===== config.mk =====
export PLATFORM = sky130hd
export DESIGN_NAME = slc_codec
export DESIGN_NICKNAME = d
export VERILOG_FILES = /design/src/shared/slc_pkg.sv /design/src/rtl/slc_codec.sv
export SDC_FILE = /design/constraint.sdc
export NUM_CORES = 1
export LEC_CHECK = 0
export BUFFER_PORTS_ARGS = -buffer_cell sky130_fd_sc_hd__buf_2
export CAP_MARGIN = 0
export CORE_MARGIN = 3
export CORE_UTILIZATION = 57
export DETAILED_ROUTE_END_ITERATION = 6
export PLACE_DENSITY = 0.77
export SLEW_MARGIN = 40
export SYNTH_ARGS = -nofsm -noshare
export SYNTH_HDL_FRONTEND = slang
export SYNTH_SLANG_ARGS = --single-unit

===== constraint.sdc =====
create_clock -name hclk -period 3.85 [get_ports hclk]
set_input_delay 0.9625 -clock hclk [delete_from_list [all_inputs] [get_ports hclk]]
set_output_delay 0.9625 -clock hclk [all_outputs]
set_load 0.03 [all_outputs]

===== src/shared/slc_pkg.sv =====
// Purpose: constants, symbol tables and coding functions of the serial link codec
// Assumes: symbols are right-aligned in a 12-bit field, msb sent first
// Notes: register offsets are byte addresses on the AHB-Lite port
package slc_pkg;
  typedef enum logic [2:0] {MODE8 = 3'b001, MODE9 = 3'b010, MODE10 = 3'b100} slc_mode_t;
  localparam int unsigned SYM_W = 12;
  localparam int unsigned DAT_W = 10;
  localparam int unsigned CMD_W = 4;
  localparam int unsigned WORD_W = DAT_W + CMD_W;
  localparam logic [3:0] LEN8 = 4'hA;
  localparam logic [3:0] LEN9 = 4'hB;
  localparam logic [3:0] LEN10 = 4'hC;
  localparam logic [3:0] HALF8 = 4'h5;
  localparam logic [3:0] HALF_WIDE = 4'h6;
  // register map
  localparam logic [7:0] A_CTRL = 8'h00;
  localparam logic [7:0] A_TXW = 8'h04;
  localparam logic [7:0] A_RXD = 8'h08;
  localparam logic [7:0] A_RXC = 8'h0C;
  localparam logic [7:0] A_STAT = 8'h10;
  localparam logic [2:0] HSIZE_WORD = 3'h2;
  localparam int unsigned TXW_CMD_LSB = 12;
  localparam int unsigned ST_VIOL = 0;
  // synchroniser slots
  localparam int unsigned P_POS = 0;
  localparam int unsigned P_NEG = 1;
  localparam int unsigned P_CASC = 2;
  localparam int unsigned P_REF = 3;
  localparam int unsigned P_WSEL = 4;
  localparam int unsigned P_TLS = 5;
  localparam int unsigned PIN_N = 6;
  localparam logic [SYM_W-1:0] SYNC8 = 12'h311;
  localparam logic [SYM_W-1:0] SYNC9 = 12'h311;
  localparam logic [SYM_W-1:0] SYNC10 = 12'h623;
  localparam logic [4:0] NIB5 [16] = '{5'h1E, 5'h09, 5'h14, 5'h15, 5'h0A, 5'h0B, 5'h0E, 5'h0F,
                                       5'h12, 5'h13, 5'h16, 5'h17, 5'h1A, 5'h1B, 5'h1C, 5'h1D};
  // entry 0 of each table is the sync symbol
  localparam logic [SYM_W-1:0] CMD8 [16] = '{SYNC8, 12'h3FF, 12'h1AD, 12'h1B9, 12'h3E4, 12'h1A7,
    12'h327, 12'h339, 12'h084, 12'h09F, 12'h080, 12'h0E7, 12'h0F9, 12'h004, 12'h01F, 12'h000};
  localparam logic [SYM_W-1:0] CMD9 [8] = '{SYNC9, 12'h7FF, 12'h3AD, 12'h3B9, 12'h7E4, 12'h3A7,
    12'h727, 12'h739};
  localparam logic [SYM_W-1:0] CMD10 [4] = '{SYNC10, 12'hFFF, 12'h75D, 12'h779};

  typedef struct packed {
    logic viol;
    logic is_cmd;
    logic [CMD_W-1:0] cmd;
    logic [DAT_W-1:0] data;
  } slc_dec_t;

  function automatic logic [3:0] sym_len(slc_mode_t m);
    sym_len = (m == MODE10) ? LEN10 : (m == MODE9) ? LEN9 : LEN8;
  endfunction

  function automatic logic [3:0] half_len(slc_mode_t m);
    half_len = (m == MODE8) ? HALF8 : HALF_WIDE;
  endfunction

  function automatic logic [SYM_W-1:0] sync_code(slc_mode_t m);
    sync_code = (m == MODE10) ? SYNC10 : (m == MODE9) ? SYNC9 : SYNC8;
  endfunction

  function automatic logic [SYM_W-1:0] len_mask(logic [3:0] n);
    logic [SYM_W:0] t;
    t = ({{SYM_W{1'b0}}, 1'b1} << n) - {{SYM_W{1'b0}}, 1'b1};
    len_mask = t[SYM_W-1:0];
  endfunction

  // bit 4 flags a valid group
  function automatic logic [4:0] dec5(logic [4:0] g);
    dec5 = 5'h00;
    for (int i = 0; i < 16; i++)
      if (NIB5[i] == g)
        dec5 = {1'b1, 4'(i)};
  endfunction

  function automatic logic [SYM_W-1:0] encode(slc_mode_t m, logic [DAT_W-1:0] d, logic [CMD_W-1:0] c);
    case (m)
      MODE9: encode = (c[2:0] == 3'h0) ? {1'b0, d[8], NIB5[d[7:4]], NIB5[d[3:0]]} : CMD9[c[2:0]];
      MODE10: encode = (c[1:0] == 2'h0) ? {d[8], NIB5[d[7:4]], d[9], NIB5[d[3:0]]} : CMD10[c[1:0]];
      default: encode = (c == 4'h0) ? {2'h0, NIB5[d[7:4]], NIB5[d[3:0]]} : CMD8[c];
    endcase
  endfunction

  // commands take priority over data groups
  function automatic slc_dec_t decode(slc_mode_t m, logic [SYM_W-1:0] s);
    logic [4:0] h;
    logic [4:0] l;
    decode = '0;
    h = dec5((m == MODE10) ? s[10:6] : s[9:5]);
    l = dec5(s[4:0]);
    case (m)
      MODE9: decode.data = {1'b0, s[10], h[3:0], l[3:0]};
      MODE10: decode.data = {s[5], s[11], h[3:0], l[3:0]};
      default: decode.data = {2'h0, h[3:0], l[3:0]};
    endcase
    decode.viol = !(h[4] && l[4]);
    for (int i = 0; i < 16; i++)
      if (m == MODE8 && s == CMD8[i])
        decode = '{1'b0, 1'b1, 4'(i), decode.data};
    for (int i = 0; i < 8; i++)
      if (m == MODE9 && s == CMD9[i])
        decode = '{1'b0, 1'b1, 4'(i), decode.data};
    for (int i = 0; i < 4; i++)
      if (m == MODE10 && s == CMD10[i])
        decode = '{1'b0, 1'b1, 4'(i), decode.data};
  endfunction
endpackage


===== src/rtl/slc_codec.sv =====
// Purpose: serial link codec, transmit and receive ends behind an AHB-Lite port
// Assumes: hclk is the bit clock, so one symbol spans 10, 11 or 12 hclk cycles
// Notes: byte clock falls at mid-symbol; outputs of the link side are registered
// What this block does
// - sync symbols are never sent on request, only as idle padding
// - a strobe with all command bits zero sends the data symbol
// - symbol lasts ten, eleven or twelve bit times by mode
// - in local mode the transmit clock output copies the reference
// - strobe with both stages empty loads stage two and raises ack
// - stage two moves to the encoder latch at byte clock fall
// - stage one loads only while stage two busy; later strobes overwrite
// - at byte clock fall stage one moves to stage two; local ack rises
// - encoder emits data or command symbol of 10, 11 or 12 bits
// - shifter loads pending symbol at boundary, else shifts in sync serially
// - serial output sends the msb of the symbol first
// - receiver finding sync restarts its boundary counter
// - receive clock output marks received byte boundaries
// - outputs update on boundary, cascade fall or sync
// - warning falls on half sync or cascade low, rises on half data
// - warning is high during the byte before new outputs
// - decoder yields 8/4, 9/3 or 10/2 data or command bits
// - data updates only data outputs, commands only command outputs
// - idle sync symbols keep producing command strobes
// - invalid symbols are flagged and still fire one strobe
module slc_codec
  import slc_pkg::*;
(
  // clock and reset
  input wire logic hclk,
  input wire logic hresetn,
  // ahb-lite slave
  input wire logic hsel,
  input wire logic [31:0] haddr,
  input wire logic [1:0] htrans,
  input wire logic hwrite,
  input wire logic [2:0] hsize,
  input wire logic [31:0] hwdata,
  input wire logic hready,
  output logic [31:0] hrdata,
  output logic hreadyout,
  output logic hresp,
  // serial link
  output logic serial_out_pos,
  output logic serial_out_neg,
  input wire logic serial_in_pos,
  input wire logic serial_in_neg,
  // clocks and straps
  input wire logic ref_osc_in,
  input wire logic width_select,
  input wire logic test_local_select,
  output logic tx_clk_out,
  output logic rx_clk_out,
  // receive handshake
  input wire logic cascade_hold_in,
  output logic early_word_warning,
  output logic rx_word_strobe,
  output logic rx_cmd_strobe
);
  // synchronisers
  logic [PIN_N-1:0] pin_a_q;
  logic [PIN_N-1:0] pin_b_q;
  logic local_mode;
  slc_mode_t mode;
  logic [3:0] len;
  logic [3:0] hlen;
  logic [SYM_W-1:0] sync_w;
  logic [SYM_W-1:0] lmask;
  logic [SYM_W-1:0] hmask;

  // bus state
  logic ph_v_q, ph_v_d;
  logic ph_w_q, ph_w_d;
  logic [7:0] ph_a_q, ph_a_d;
  logic [31:0] rd_q, rd_d;
  logic ten_q, ten_d;
  logic acc;
  logic wr_ok;
  logic wr_tx;
  logic clr_viol;

  // transmit state
  logic [3:0] tcnt_q, tcnt_d;
  logic [WORD_W-1:0] s1_q, s1_d;
  logic [WORD_W-1:0] s2_q, s2_d;
  logic s1v_q, s1v_d;
  logic s2v_q, s2v_d;
  logic [SYM_W-1:0] enc_q, enc_d;
  logic encv_q, encv_d;
  logic ack_q, ack_d;
  logic [SYM_W-1:0] tsh_q, tsh_d;
  logic serp_q, serp_d;
  logic sern_q, sern_d;
  logic tclk_q, tclk_d;
  logic tx_half;
  logic tx_bnd;

  // receive state
  logic [3:0] rcnt_q, rcnt_d;
  logic [SYM_W-1:0] rsh_q, rsh_d;
  logic [SYM_W-1:0] dsym_q, dsym_d;
  logic dnew_q, dnew_d;
  logic casc_old_q, casc_old_d;
  logic [DAT_W-1:0] rxd_q, rxd_d;
  logic [CMD_W-1:0] rxc_q, rxc_d;
  logic wstb_q, wstb_d;
  logic cstb_q, cstb_d;
  logic viol_q, viol_d;
  logic warn_q, warn_d;
  logic rclk_q, rclk_d;
  logic rx_bit;
  logic sync_hit;
  logic half_sync;
  logic rbnd;
  logic upd;
  slc_dec_t dec;

  always_ff @(posedge hclk or negedge hresetn)
  begin
    if (!hresetn)
    begin
      pin_a_q <= '0;
      pin_b_q <= '0;
    end
    else
    begin
      pin_a_q <= {test_local_select, width_select, ref_osc_in, cascade_hold_in, serial_in_neg, serial_in_pos};
      pin_b_q <= pin_a_q;
    end
  end

  always_comb
  begin
    local_mode = !pin_b_q[P_TLS];
    // control bit overrides the strap to reach 10-bit mode
    mode = ten_q ? MODE10 : (pin_b_q[P_WSEL] ? MODE9 : MODE8);
    len = sym_len(mode);
    hlen = half_len(mode);
    sync_w = sync_code(mode);
    lmask = len_mask(len);
    hmask = len_mask(hlen);
  end

  // bus: zero wait states, read data captured in the address phase
  always_comb
  begin
    acc = hsel && hready && htrans[1] && (hsize == HSIZE_WORD);
    ph_v_d = acc;
    ph_w_d = hwrite;
    ph_a_d = haddr[7:0];
    rd_d = '0;
    if (acc && !hwrite)
    begin
      if (haddr[7:0] == A_CTRL)
        rd_d = {31'h0, ten_q};
      else if (haddr[7:0] == A_STAT)
        rd_d = {24'h0, mode, s1v_q, s2v_q, ack_q, warn_q, viol_q};
      else if (haddr[7:0] == A_RXD)
        rd_d = {22'h0, rxd_q};
      else if (haddr[7:0] == A_RXC)
        rd_d = {28'h0, rxc_q};
    end
    wr_ok = ph_v_q && ph_w_q;
    wr_tx = wr_ok && (ph_a_q == A_TXW);
    clr_viol = wr_ok && (ph_a_q == A_STAT) && hwdata[ST_VIOL];
    ten_d = (wr_ok && (ph_a_q == A_CTRL)) ? hwdata[0] : ten_q;
  end

  always_ff @(posedge hclk or negedge hresetn)
  begin
    if (!hresetn)
    begin
      ph_v_q <= 1'b0;
      ph_w_q <= 1'b0;
      ph_a_q <= '0;
      rd_q <= '0;
      ten_q <= 1'b0;
    end
    else
    begin
      ph_v_q <= ph_v_d;
      ph_w_q <= ph_w_d;
      ph_a_q <= ph_a_d;
      rd_q <= rd_d;
      ten_q <= ten_d;
    end
  end

  // transmit: byte clock is high for the first half of each symbol
  always_comb
  begin
    tx_half = (tcnt_q == hlen - 4'h1);
    tx_bnd = (tcnt_q >= len - 4'h1);
    tcnt_d = tx_bnd ? 4'h0 : tcnt_q + 4'h1;
    s1_d = s1_q;
    s1v_d = s1v_q;
    s2_d = s2_q;
    s2v_d = s2v_q;
    enc_d = enc_q;
    encv_d = encv_q;
    ack_d = ack_q;
    // sync is fed bit by bit so an idle shifter holds a whole sync symbol
    tsh_d = {tsh_q[SYM_W-2:0], sync_w[len - 4'h1 - tcnt_q]};
    if (tx_half)
    begin
      enc_d = encode(mode, s2_q[DAT_W-1:0], s2_q[WORD_W-1:DAT_W]);
      encv_d = s2v_q;
      s2_d = s1_q;
      s2v_d = s1v_q;
      s1v_d = 1'b0;
      if (local_mode)
        ack_d = 1'b1;
    end
    if (wr_tx)
    begin
      if (!s2v_d)
      begin
        s2_d = {hwdata[TXW_CMD_LSB +: CMD_W], hwdata[DAT_W-1:0]};
        s2v_d = 1'b1;
        ack_d = 1'b1;
      end
      else
      begin
        // no protection: a further write in this byte replaces stage one
        s1_d = {hwdata[TXW_CMD_LSB +: CMD_W], hwdata[DAT_W-1:0]};
        s1v_d = 1'b1;
        ack_d = 1'b0;
      end
    end
    if (tx_bnd && encv_q)
    begin
      tsh_d = enc_q;
      encv_d = 1'b0;
    end
    serp_d = tsh_q[len - 4'h1];
    sern_d = !tsh_q[len - 4'h1];
    tclk_d = local_mode ? pin_b_q[P_REF] : (tcnt_q < hlen);
  end

  always_ff @(posedge hclk or negedge hresetn)
  begin
    if (!hresetn)
    begin
      tcnt_q <= '0;
      s1_q <= '0;
      s2_q <= '0;
      s1v_q <= 1'b0;
      s2v_q <= 1'b0;
      enc_q <= '0;
      encv_q <= 1'b0;
      ack_q <= 1'b0;
      tsh_q <= '0;
      serp_q <= 1'b0;
      sern_q <= 1'b1;
      tclk_q <= 1'b0;
    end
    else
    begin
      tcnt_q <= tcnt_d;
      s1_q <= s1_d;
      s2_q <= s2_d;
      s1v_q <= s1v_d;
      s2v_q <= s2v_d;
      enc_q <= enc_d;
      encv_q <= encv_d;
      ack_q <= ack_d;
      tsh_q <= tsh_d;
      serp_q <= serp_d;
      sern_q <= sern_d;
      tclk_q <= tclk_d;
    end
  end

  // receive
  always_comb
  begin
    rx_bit = pin_b_q[P_POS] && !pin_b_q[P_NEG];
    rsh_d = {rsh_q[SYM_W-2:0], rx_bit};
    sync_hit = ((rsh_d & lmask) == sync_w);
    rbnd = sync_hit || (rcnt_q >= len - 4'h1);
    rcnt_d = rbnd ? 4'h0 : rcnt_q + 4'h1;
    dsym_d = rbnd ? (rsh_d & lmask) : dsym_q;
    dnew_d = rbnd;
    casc_old_d = pin_b_q[P_CASC];
    dec = decode(mode, dsym_q);
    // a cascade fall re-presents the last decoded symbol
    upd = dnew_q || (casc_old_q && !pin_b_q[P_CASC]);
    wstb_d = upd && !dec.is_cmd;
    cstb_d = upd && dec.is_cmd;
    rxd_d = (upd && !dec.is_cmd) ? dec.data : rxd_q;
    rxc_d = (upd && dec.is_cmd) ? dec.cmd : rxc_q;
    viol_d = (upd && dec.viol) || (viol_q && !clr_viol);
    half_sync = (((rsh_d ^ (sync_w >> (len - hlen))) & hmask) == '0);
    warn_d = warn_q;
    if (!pin_b_q[P_CASC])
      warn_d = 1'b0;
    else if (rcnt_q == hlen - 4'h1)
      warn_d = !half_sync;
    rclk_d = (rcnt_d < hlen);
  end

  always_ff @(posedge hclk or negedge hresetn)
  begin
    if (!hresetn)
    begin
      rcnt_q <= '0;
      rsh_q <= '0;
      dsym_q <= '0;
      dnew_q <= 1'b0;
      casc_old_q <= 1'b0;
      rxd_q <= '0;
      rxc_q <= '0;
      wstb_q <= 1'b0;
      cstb_q <= 1'b0;
      viol_q <= 1'b0;
      warn_q <= 1'b0;
      rclk_q <= 1'b0;
    end
    else
    begin
      rcnt_q <= rcnt_d;
      rsh_q <= rsh_d;
      dsym_q <= dsym_d;
      dnew_q <= dnew_d;
      casc_old_q <= casc_old_d;
      rxd_q <= rxd_d;
      rxc_q <= rxc_d;
      wstb_q <= wstb_d;
      cstb_q <= cstb_d;
      viol_q <= viol_d;
      warn_q <= warn_d;
      rclk_q <= rclk_d;
    end
  end

  assign hrdata = rd_q;
  assign hreadyout = 1'b1;
  assign hresp = 1'b0;
  assign serial_out_pos = serp_q;
  assign serial_out_neg = sern_q;
  assign tx_clk_out = tclk_q;
  assign rx_clk_out = rclk_q;
  assign early_word_warning = warn_q;
  assign rx_word_strobe = wstb_q;
  assign rx_cmd_strobe = cstb_q;
endmodule // slc_codec


Word-level counts from Yosys, hierarchy flattened
Memories as Yosys holds them, arrays and structs flattened.
Cells that the tools add are included.
{"block": "classes", "order_cmp": 11, "n_bitwise": 8, "addsub": 8, "shift": 3, "n_mux": 131, "n_reduce_logical": 67, "n_eq_ne": 73}
{"cell": "16-bit two-way mux", "count": 28}
{"cell": "32-bit two-way mux", "count": 14}
{"cell": "5-bit two-way mux", "count": 37}
{"cell": "12-bit two-way mux", "count": 11}
{"cell": "5-bit equality test, first input constant", "count": 22}
{"cell": "12-bit by 10-bit equality test with 1-bit output, second input constant", "count": 8}
{"cell": "12-bit by 11-bit equality test with 1-bit output, second input constant", "count": 7}
{"cell": "14-bit two-way mux", "count": 6}
{"cell": "12-bit by 8-bit equality test with 1-bit output, second input constant", "count": 5}
{"cell": "4-bit by 5-bit equality test with 1-bit output, first input constant", "count": 10}
{"cell": "1-bit logical AND", "count": 45}
{"cell": "12-bit by 9-bit equality test with 1-bit output, second input constant", "count": 3}
{"cell": "12-bit AND", "count": 2}
{"cell": "12-bit binary-select mux with 2-bit select", "count": 1}
{"cell": "12-bit zero test", "count": 2}
{"cell": "12-bit one-hot mux with 2 select lines", "count": 1}
{"cell": "12-bit by 1-bit subtractor with 12-bit output, second input constant", "count": 2}
{"cell": "1-bit two-way mux", "count": 22}
{"cell": "10-bit one-hot mux with 2 select lines", "count": 1}
{"cell": "8-bit by 4-bit equality test with 1-bit output, second input constant", "count": 2}
{"cell": "8-bit by 5-bit equality test with 1-bit output, second input constant", "count": 2}
{"cell": "8-bit zero test", "count": 2}
{"cell": "5-bit >= comparator, second input constant", "count": 3}
{"cell": "4-bit NOT with 5-bit output", "count": 3}
{"cell": "other kinds (38)", "count": 62}
{"block": "word_totals", "output_inout_bits": 41, "elab_cells": 336, "memories": 4, "romBits": 448, "regBits": 166}
{"name": "(name not given)", "depth": 16, "word_bits": 12, "read_ports": 1, "rd_clocked_by_memory_dff": 0, "write_ports": 0, "line": "slc_pkg.sv:81", "text": "default: encode = (c == 4'h0) ? {2'h0, NIB5[d[7:4]], NIB5[d[3:0]]} : CMD8[c];"}
{"name": "(name not given)", "depth": 8, "word_bits": 12, "read_ports": 1, "rd_clocked_by_memory_dff": 0, "write_ports": 0, "line": "slc_pkg.sv:79", "text": "MODE9: encode = (c[2:0] == 3'h0) ? {1'b0, d[8], NIB5[d[7:4]], NIB5[d[3:0]]} : CMD9[c[2:0]];"}
{"name": "(name not given)", "depth": 16, "word_bits": 5, "read_ports": 1, "rd_clocked_by_memory_dff": 0, "write_ports": 0, "line": "slc_pkg.sv:81"}
{"name": "(name not given)", "depth": 16, "word_bits": 5, "read_ports": 1, "rd_clocked_by_memory_dff": 0, "write_ports": 0, "line": "slc_pkg.sv:81"}

Logic depth before layout (Yosys ltp)
Gate-level depths: netlist (run 1).
{"block": "logic_depth", "word_depth": 53, "mapped_depth": 18, "depth_no_buf": 13}

Worst setup path before layout (run 1)
No wires, ideal clock.
{"block": "synth_timing", "path_type": "register to register", "start": "register ten_q", "end": "register rclk_q, in the netlist rx_clk_out", "arrival_time_ns": 3.054, "period_less_slack_ns": 3.176, "t_required_ns": 3.728, "slack_ns": 0.674, "stages_incl_launch_ff": 19, "cell_sequence": "dfrtp_1 -> buf_4 -> clkbuf_1 -> nor2b_1 -> inv_1 -> ha_1 -> buf_2 -> nand2_2 -> inv_2 -> buf_2 -> a21oi_1 -> o2111ai_1 -> o21ai_1 -> clkbuf_1 -> nor2_1 -> ha_1 -> a21oi_1 -> o21ai_0 -> nand2b_1"}
{"block": "synth_between", "elab_chain_cells": 11, "elab_cells_between_ends": 17}
{"item": "start, declared", "line": "slc_codec.sv:75", "text": "logic ten_q, ten_d;"}
{"item": "start signal, assigned", "line": "slc_codec.sv:184", "text": "ten_q <= ten_d;"}
{"item": "3-bit two-way mux *", "line": "slc_codec.sv:135", "text": "mode = ten_q ? MODE10 : (pin_b_q[P_WSEL] ? MODE9 : MODE8);"}
{"item": "3-bit by 2-bit equality test with 1-bit output", "line": "slc_pkg.sv:52", "text": "sym_len = (m == MODE10) ? LEN10 : (m == MODE9) ? LEN9 : LEN8;"}
{"item": "1-bit two-way mux", "line": "slc_pkg.sv:52"}
{"item": "3-bit two-way mux", "line": "slc_pkg.sv:52"}
{"item": "1-bit by 4-bit left shift with 12-bit output", "line": "slc_pkg.sv:65", "text": "t = ({{SYM_W{1'b0}}, 1'b1} << n) - {{SYM_W{1'b0}}, 1'b1};"}
{"item": "12-bit by 1-bit subtractor with 12-bit output", "line": "slc_pkg.sv:65"}
{"item": "12-bit AND", "line": "slc_codec.sv:278", "text": "sync_hit = ((rsh_d & lmask) == sync_w);"}
{"item": "12-bit by 11-bit equality test with 1-bit output", "line": "slc_codec.sv:278"}
{"item": "1-bit logical OR *", "line": "slc_codec.sv:279", "text": "rbnd = sync_hit || (rcnt_q >= len - 4'h1);"}
{"item": "via dnew_d", "line": "slc_codec.sv:101", "text": "logic dnew_q, dnew_d;"}
{"item": "4-bit two-way mux *", "line": "slc_codec.sv:280", "text": "rcnt_d = rbnd ? 4'h0 : rcnt_q + 4'h1;"}
{"item": "via rcnt_d[1]", "line": "slc_codec.sv:98", "text": "logic [3:0] rcnt_q, rcnt_d;"}
{"item": "4-bit by 3-bit < comparator with 1-bit output *", "line": "slc_codec.sv:298", "text": "rclk_d = (rcnt_d < hlen);"}
{"item": "via rclk_d", "line": "slc_codec.sv:109", "text": "logic rclk_q, rclk_d;"}
{"item": "end signal, assigned", "line": "slc_codec.sv:331", "text": "rclk_q <= rclk_d;"}
{"item": "end, declared", "line": "slc_codec.sv:109"}
The timed path passes the listed nets; every way through them passes the cells marked *.
A chain may end at the register's enable or synchronous reset.

Worst setup path after layout (run 1)
{"block": "layout_timing", "start": "register pin_b_q[4]", "end": "register tsh_q[6]"}
{"block": "layout_between", "elab_chain_cells": 9, "elab_cells_between_ends": 10}
{"item": "start, declared", "line": "slc_codec.sv:61", "text": "logic [PIN_N-1:0] pin_b_q;"}
{"item": "start signal, assigned", "line": "slc_codec.sv:127", "text": "pin_b_q <= pin_a_q;"}
{"item": "2-bit two-way mux *", "line": "slc_codec.sv:135"}
{"item": "3-bit two-way mux *", "line": "slc_codec.sv:135"}
{"item": "3-bit by 2-bit equality test with 1-bit output", "line": "slc_pkg.sv:52"}
{"item": "1-bit two-way mux", "line": "slc_pkg.sv:52"}
{"item": "3-bit two-way mux *", "line": "slc_pkg.sv:52"}
{"item": "4-bit by 1-bit subtractor with 4-bit output *", "line": "slc_codec.sv:192", "text": "tx_bnd = (tcnt_q >= len - 4'h1);"}
{"item": "4-bit >= comparator *", "line": "slc_codec.sv:192"}
{"item": "1-bit logical AND *", "line": "slc_codec.sv:229", "text": "if (tx_bnd && encv_q)"}
{"item": "12-bit two-way mux *", "line": "slc_codec.sv:229"}
{"item": "via tsh_d[6]", "line": "slc_codec.sv:90", "text": "logic [SYM_W-1:0] tsh_q, tsh_d;"}
{"item": "end signal, assigned", "line": "slc_codec.sv:266", "text": "tsh_q <= tsh_d;"}
{"item": "end, declared", "line": "slc_codec.sv:90"}
Marks and branches as above.

==> flow_metrics.env, run 1 <==
export IMPL_outcome="finished, final reports clean"
export IMPL_cp_data_required_time_ns=4.16
export IMPL_final_cells=1000
export IMPL_timing_hold_ws_ns=0.3472
export IMPL_dp_cells=969
export IMPL_endpoint_kind="flip-flop"
export IMPL_postSynthCellCount=773
export IMPL_cts_root_buf="clkbuf_16"
export IMPL_grt_max_degree=74
export IMPL_drc=0
export IMPL_die_w_um=121.9
export IMPL_hold_buffers=0
export IMPL_synth_flop_cell="dfrtp_1"
export IMPL_synth_seq_area_share_pct=47.09
export IMPL_fmaxAchievable_ghz=0.3102
export IMPL_placed_cell_area_mm2=0.007964
export IMPL_ys_types=80
export IMPL_ir_worst_vdd_mv=0.4030
export IMPL_pre_cts_slack_ns=0.6349
export IMPL_rsz0062_at_grt="false"
export IMPL_cp_max_fo=13
export IMPL_worst_slew_pin_slew_ns=0.7612
export IMPL_post_route_util_pct=66.40
export IMPL_netlist_top_cells_area="dfrtp_1 47%, nand2_1 4.1%, ha_1 3.3%"
export IMPL_cts_made_buffers=17
export IMPL_dr_pass1_iters=5
export IMPL_grt_use_total_pct=24.23
export IMPL_h_tree_depth=4
export IMPL_syn_mean_instance_area_um2=9.903
export IMPL_hold_violations=0
export IMPL_dp_hpwl_um=11830
export IMPL_drv_cap=0
export IMPL_switching_power_mw=1.743
export IMPL_nets=917
export IMPL_drive_above_1_share_pct=16.91
export IMPL_final_cell_area_mm2=0.008549
export IMPL_cp_data_arrival_time_ns=3.53
export IMPL_cts_tree="built"
export IMPL_total_power_mw=5.130
export IMPL_grt_pass1_wl_um=28560
export IMPL_critPathKind="flip-flop to flip-flop"
export IMPL_finalMaxSlewViolations=0
export IMPL_viasPerCell=5.920
export IMPL_clock_sinks=144
export IMPL_syn2layout_area_growth_pct=11.69
export IMPL_ant_nets=0
export IMPL_intPower_mw=3.387
export IMPL_p_clk_share_pct=31.3
export IMPL_antenna_found_initial=0
export IMPL_fp_dieArea_mm2=0.01486
export IMPL_finalSetupViolCount=0
export IMPL_yosysTopAreaCell="dfrtp_1"
export IMPL_holdCritPathClass="flip-flop to flip-flop"
export IMPL_n_antenna_cell=0
export IMPL_powerDensity_mw_per_mm2=600.0
export IMPL_clockBufferDepth=2
export IMPL_pwr_share_comb_pct=25.2
export IMPL_start_util_pct=59.45
export IMPL_grt_overflow_total=0
export IMPL_die_h_um=121.9
export IMPL_clk_latency_ns=0.43
export IMPL_rows=41
export IMPL_switching_share_pct=33.98
export IMPL_portBuffers=53
export IMPL_synth_seq_cells=144
export IMPL_synth_edff_count=0
export IMPL_grt_pass1_vias=5838
export IMPL_vias=5920
export IMPL_ios=121
export IMPL_fin_ws_ns=0.6263
export IMPL_clkTransAtPathRegs_ns=0.06
export IMPL_post_cts_buffers=0
export IMPL_synth_async_reset_ratio_pct=100.0
export IMPL_synth_top_area_share_pct=46.75
export IMPL_startpoint_type="flip-flop"
export IMPL_core_area_mm2=0.01288
export IMPL_pwr_share_seq_pct=43.5
export IMPL_leakagePower_nw=3.968
export IMPL_post_cts_resized=0
export IMPL_yosysWarnings=0
export IMPL_avgRoutedWirePerCell_um=17.26
export IMPL_dr_first_iter_drc_count=534
export IMPL_finalCriticalPeriod_ns=3.224
export IMPL_routed_wl_um=17260
export IMPL_finClkSkew_ns=0.006829
export IMPL_place_congestion=0.8998
export IMPL_fin_crit_sh_pct=83.73
export IMPL_synth_area_mm2=0.007655
export IMPL_maxSlewHeadroom_pct=48.56
export IMPL_tns_ns=0
path summary, 6_finish.rpt:
kind	start	to	slack, ns	depth (start not counted)
worst min register to register	pin_a_q[1]$_DFF_PN0_	pin_b_q[1]$_DFF_PN0_	0.35	0
worst max register to register	pin_b_q[4]$_DFF_PN0_	tsh_q[6]$_DFF_PN0_	0.63	9
worst max-delay path	pin_b_q[4]$_DFF_PN0_	tsh_q[6]$_DFF_PN0_	0.63	9
worst min-delay path	pin_a_q[1]$_DFF_PN0_	pin_b_q[1]$_DFF_PN0_	0.35	0
min in group asynchronous	hresetn	pin_b_q[5]$_DFF_PN0_	0.53	1
max in group asynchronous	hresetn	rsh_q[4]$_DFF_PN0_	2.44	2
cell type report:
cell class | count | area, um2
clock inverter | 10 | 110.1
timing repair buffer | 69 | 391.6
clock buffer | 21 | 470.5
multi-input combinational | 549 | 3626
fill | 1021 | 4327
tap | 172 | 215.2
sequential | 144 | 3605
inverter | 35 | 131.4
critical path, stage by stage (launching register included):
cell	delay (ns)
dfrtp_1	0.67
or2_1	0.41
inv_1	0.13
buf_4	0.22
fa_1	0.42
nor2_1	0.11
o21ai_0	0.11
and2_1	0.22
nand2_1	0.41
mux2_2	0.40
synthesized netlist by cell type, types with 5 or more instances:
cell,instances
nor2_1,66
inv_1,33
ha_1,20
a22oi_1,5
a21oi_1,38
nand4_1,8
nor4_1,9
nand3_1,17
mux2_4,5
xor2_1,7
o211ai_1,8
mux2i_1,11
nand2_1,84
o21ai_0,36
nand2b_1,14
buf_4,28
a21o_1,5
nor2b_1,8
a31oi_1,19
xnor2_1,16
o21a_1,5
a32oi_1,5
mux2_2,17
buf_2,12
mux2_1,22
clkbuf_1,22
a221oi_1,7
dfrtp_1,143
nor3_1,14
power groups by stage:
stage | logic, mW | clock network [mW] | registers, mW
4_1_cts | 1.29 | 1.63 | 2.22
2_1_floorplan | 1.16 | 0 | 2.02
3_3_place_gp | 1.22 | 0 | 2.21
5_1_grt | 1.43 | 1.70 | 2.28
3_5_place_dp | 1.28 | 0 | 2.24
6_report | 1.29 | 1.61 | 2.23
cells in the final DEF (no fill, tap or decap), types with 7 or more instances in the layout:
cell | Yosys | routed
nor2b_1 | 8 | 8
nand3_1 | 17 | 17
o211ai_1 | 8 | 8
nand2b_1 | 14 | 14
xnor2_1 | 16 | 16
xor2_1 | 7 | 7
dfrtp_1 | 143 | 143
nand4_1 | 8 | 8
mux2_1 | 22 | 22
nor4_1 | 9 | 9
nor3_1 | 14 | 14
inv_1 | 33 | 33
conb_1 | 2 | 25
nor2_1 | 66 | 66
buf_2 | 12 | 52
buf_4 | 28 | 16
a221oi_1 | 7 | 7
mux2_2 | 17 | 17
a31oi_1 | 19 | 19
nand2_1 | 84 | 84
o21ai_0 | 36 | 36
ha_1 | 20 | 20
a21oi_1 | 38 | 38
clkbuf_16 | 0 | 17
mux2i_1 | 11 | 11
per-layer routing:
layer | wire, um | GRT usage, % | up-vias
li1 | - | - | 2767
met3 | 1140 | 4.968 | 32
met2 | 8022 | 38.95 | 249
met4 | 342 | 9.174 | 0
met5 | 0 | 0 | -
met1 | 7753 | 32.64 | 2872
state kept, by name, indices dropped and copies added (netlist names), 4 cells and up:
| name | cells |
|---|---|
| s1_q | 14 |
| s2_q | 14 |
| dsym_q | 12 |
| enc_q | 12 |
| tsh_q | 12 |
| rsh_q | 11 |
| hrdata | 10 |
| rxd_q | 10 |
| ph_a_q | 8 |
| pin_a_q | 6 |
| pin_b_q | 6 |
| rcnt_q | 4 |
| rxc_q | 4 |
| tcnt_q | 4 |
cell families after synthesis:
kind of cell               after synthesis  synth area share, %
muxes                                   55                8.156
adders and majority gates               21                3.531
xor gates and xnor gates                23                2.632
other                                    2              0.09811
buffers and inverters                  103                6.734
DFF                                    144                47.09
AOI/OAI and AO/OA                      166                14.63
and+or+nand+nor                        259                17.13
Power figures use the tool's default switching activity.
==> run 2, diff against run 1 <==
Settings changed: CORE_UTILIZATION 57 to 52, PLACE_DENSITY 0.77 to 0.74.
Clock period 3.85 ns to 2.75 ns, I/O delays scaled along.
==> run 2 against run 1 <==
Global-route usage down 0.92 points; design area up 3.8%; largest power group unchanged; largest cell class unchanged; clock skew up 0.0025 ns.
==> flow_metrics.env, run 2 (synthesized netlist as in run 1, its figures left out) <==
export IMPL_die_h_um=127.3
export IMPL_r2r_start="pin_b_q[4]$_DFF_PN0_"
export IMPL_nets=941
export IMPL_drv_cap=0
export IMPL_n_antenna_cell=0
export IMPL_switching_power_mw=2.531
export IMPL_finalCriticalPeriod_ns=2.628
export IMPL_dr_pass1_iters=6
export IMPL_leakagePower_nw=4.108
export IMPL_drt_met1_wl_um=8119
export IMPL_timing_hold_ws_ns=0.2319
export IMPL_die_w_um=127.3
export IMPL_dp_hpwl_um=12640
export IMPL_cts_made_buffers=17
export IMPL_routed_wl_um=17850
export IMPL_cp_data_required_time_ns=3.06
export IMPL_layout_cells_most_common="dfrtp_1"
export IMPL_start_util_pct=54.10
export IMPL_topRoutingLayerUsed="met4"
export IMPL_fin_crit_sh_pct=95.57
export IMPL_ant_nets=0
export IMPL_startpoint_type="flip-flop"
export IMPL_hold_violations=0
export IMPL_switching_share_pct=33.74
export IMPL_rrSetupSlack_ns=0.12
export IMPL_grt_max_degree=58
export IMPL_holdCritPathClass="primary input to asynchronous set/reset pin"
export IMPL_rr_endpoint="tsh_q[11]$_DFF_PN0_"
export IMPL_portBuffers=53
export IMPL_antenna_found_initial=0
export IMPL_grt_pass1_wl_um=30210
export IMPL_avgRoutedWirePerCell_um=17.28
export IMPL_cts_root_buf="clkbuf_16"
export IMPL_rows=43
export IMPL_critPathKind="flip-flop to flip-flop"
export IMPL_clock_sinks=144
export IMPL_hold_buffers=0
export IMPL_endpoint_kind="flip-flop"
export IMPL_powerDensity_mw_per_mm2=845.3
export IMPL_drive_above_1_share_pct=20.52
export IMPL_cts_tree="built"
export IMPL_syn2layout_area_growth_pct=15.90
export IMPL_fill_cells=1165
export IMPL_pwr_share_comb_pct=28.8
export IMPL_clockBufferDepth=2
export IMPL_wl_met2_um=8186
export IMPL_intPower_mw=4.969
export IMPL_worst_slew_pin_slew_ns=0.5632
export IMPL_ios=121
export IMPL_fmaxAchievable_ghz=0.3805
export IMPL_p_clk_share_pct=32.2
export IMPL_drc=0
export IMPL_maxSlewHeadroom_pct=62.46
export IMPL_finalSetupViolCount=0
export IMPL_h_tree_depth=4
export IMPL_dr_first_iter_drc_count=544
export IMPL_cp_data_arrival_time_ns=2.93
export IMPL_fp_dieArea_mm2=0.01621
export IMPL_reg_largest_list="s1_q: 14 flops, s2_q: 14 flops"
export IMPL_tns_ns=0
export IMPL_regArea_mm2=0.003605
export IMPL_ir_worst_vdd_mv=0.4668
export IMPL_vias=5977
export IMPL_multi_input_area_mm2=0.003674
export IMPL_viasPerCell=5.786
export IMPL_outcome="finished, final reports clean"
export IMPL_cp_max_fo=13
export IMPL_clk_latency_ns=0.43
export IMPL_dr_wl_met3_um=1176
export IMPL_rsz0062_at_grt="false"
export IMPL_clkTransAtPathRegs_ns=0.06
export IMPL_core_area_mm2=0.01415
export IMPL_grt_pass1_vias=5942
export IMPL_pwr_share_seq_pct=39.0
export IMPL_grt_use_total_pct=23.30
export IMPL_finClkSkew_ns=0.009354
export IMPL_finalMaxSlewViolations=0
export IMPL_reg2reg_depth=11
export IMPL_layout_common_cells="143 x dfrtp_1, 84 x nand2_1, 66 x nor2_1, 52 x buf_2, 38 x a21oi_1"
export IMPL_place_congestion=0.9240
export IMPL_grt_overflow_total=0
==> run 2: layer usage <==
layer	vias up	global-route usage, %
met5	-	0
met3	29	4.640
met2	220	35.43
met4	0	9.085
met1	2906	33.05
li1	2822	-
==> run 2: area by class of cell <==
| class | count | area share (%) |
|---|---|---|
| Clock inverter | 12 | 1.749 |
| Tap cell | 180 | 2.538 |
| Multi-Input combinational cell | 549 | 41.40 |
| Timing Repair Buffer | 93 | 6.868 |
| Clock buffer | 20 | 5.260 |
| Sequential cell | 144 | 40.63 |
| Inverter | 35 | 1.551 |
==> run 2: how the worst max path moves through the flow <==
stage,from,endpoint,slack [ns],depth (start not counted)
after CTS,pin_b_q[4]$_DFF_PN0_,tsh_q[11]$_DFF_PN0_,0.09,11
after detailed placement,pin_b_q[4]$_DFF_PN0_,tsh_q[11]$_DFF_PN0_,0.11,11
after global routing,pin_b_q[4]$_DFF_PN0_,rxd_q[4]$_DFFE_PN0P_,0.02,12
after global placement,pin_b_q[4]$_DFF_PN0_,s1_q[1]$_DFFE_PN0P_,0.09,7
after floorplan,ten_q$_DFFE_PN0P_,rx_clk_out$_DFF_PN0_,-0.02,17
final,pin_b_q[4]$_DFF_PN0_,tsh_q[11]$_DFF_PN0_,0.12,11
==> run 2: power by group through the flow <==
stage	Combinational [mW]	Sequential (mW)	Clock, mW
after floorplan	1.65	2.83	0
after detailed placement	2.14	2.96	0
final	2.16	2.92	2.41
after global routing	2.40	2.99	2.55
after CTS	2.15	2.92	2.45
after global placement	2.05	2.93	0
==> run 2: stage by stage <==
| stage | instances | cell area (um2) | power, mW | utilization (%) | worst slack (ns) |
|---|---|---|---|---|---|
| after floorplan | 796 | 7807 | 4.482 | - | -0.02222 |
| after global placement | 1001 | 8224 | 4.987 | 58.12 | 0.08910 |
| after detailed placement | 1001 | 8229 | 5.091 | 58.16 | 0.1100 |
| after CTS | 1033 | 8851 | 7.521 | 62.55 | 0.08687 |
| after global routing | 1033 | 8872 | 7.942 | 62.70 | 0.02089 |
| final | 1033 | 8872 | 7.500 | 62.70 | 0.1218 |
==> run 2: timing repair <==
item / in CTS / in global routing
endpoints found under the setup margin: 0 / 13
buffers inserted: 0 / 0
gates resized for setup: 0 / 7
==> run 2: worst max-delay path, stage by stage, from the launching register on <==
cell	delay [ns]
dfrtp_1	0.40
buf_4	0.16
nor2b_4	0.12
buf_4	0.16
ha_1	0.22
fa_2	0.38
nor2_1	0.09
o21ai_0	0.11
and2_2	0.25
nand2_1	0.12
buf_12	0.15
mux2_2	0.34
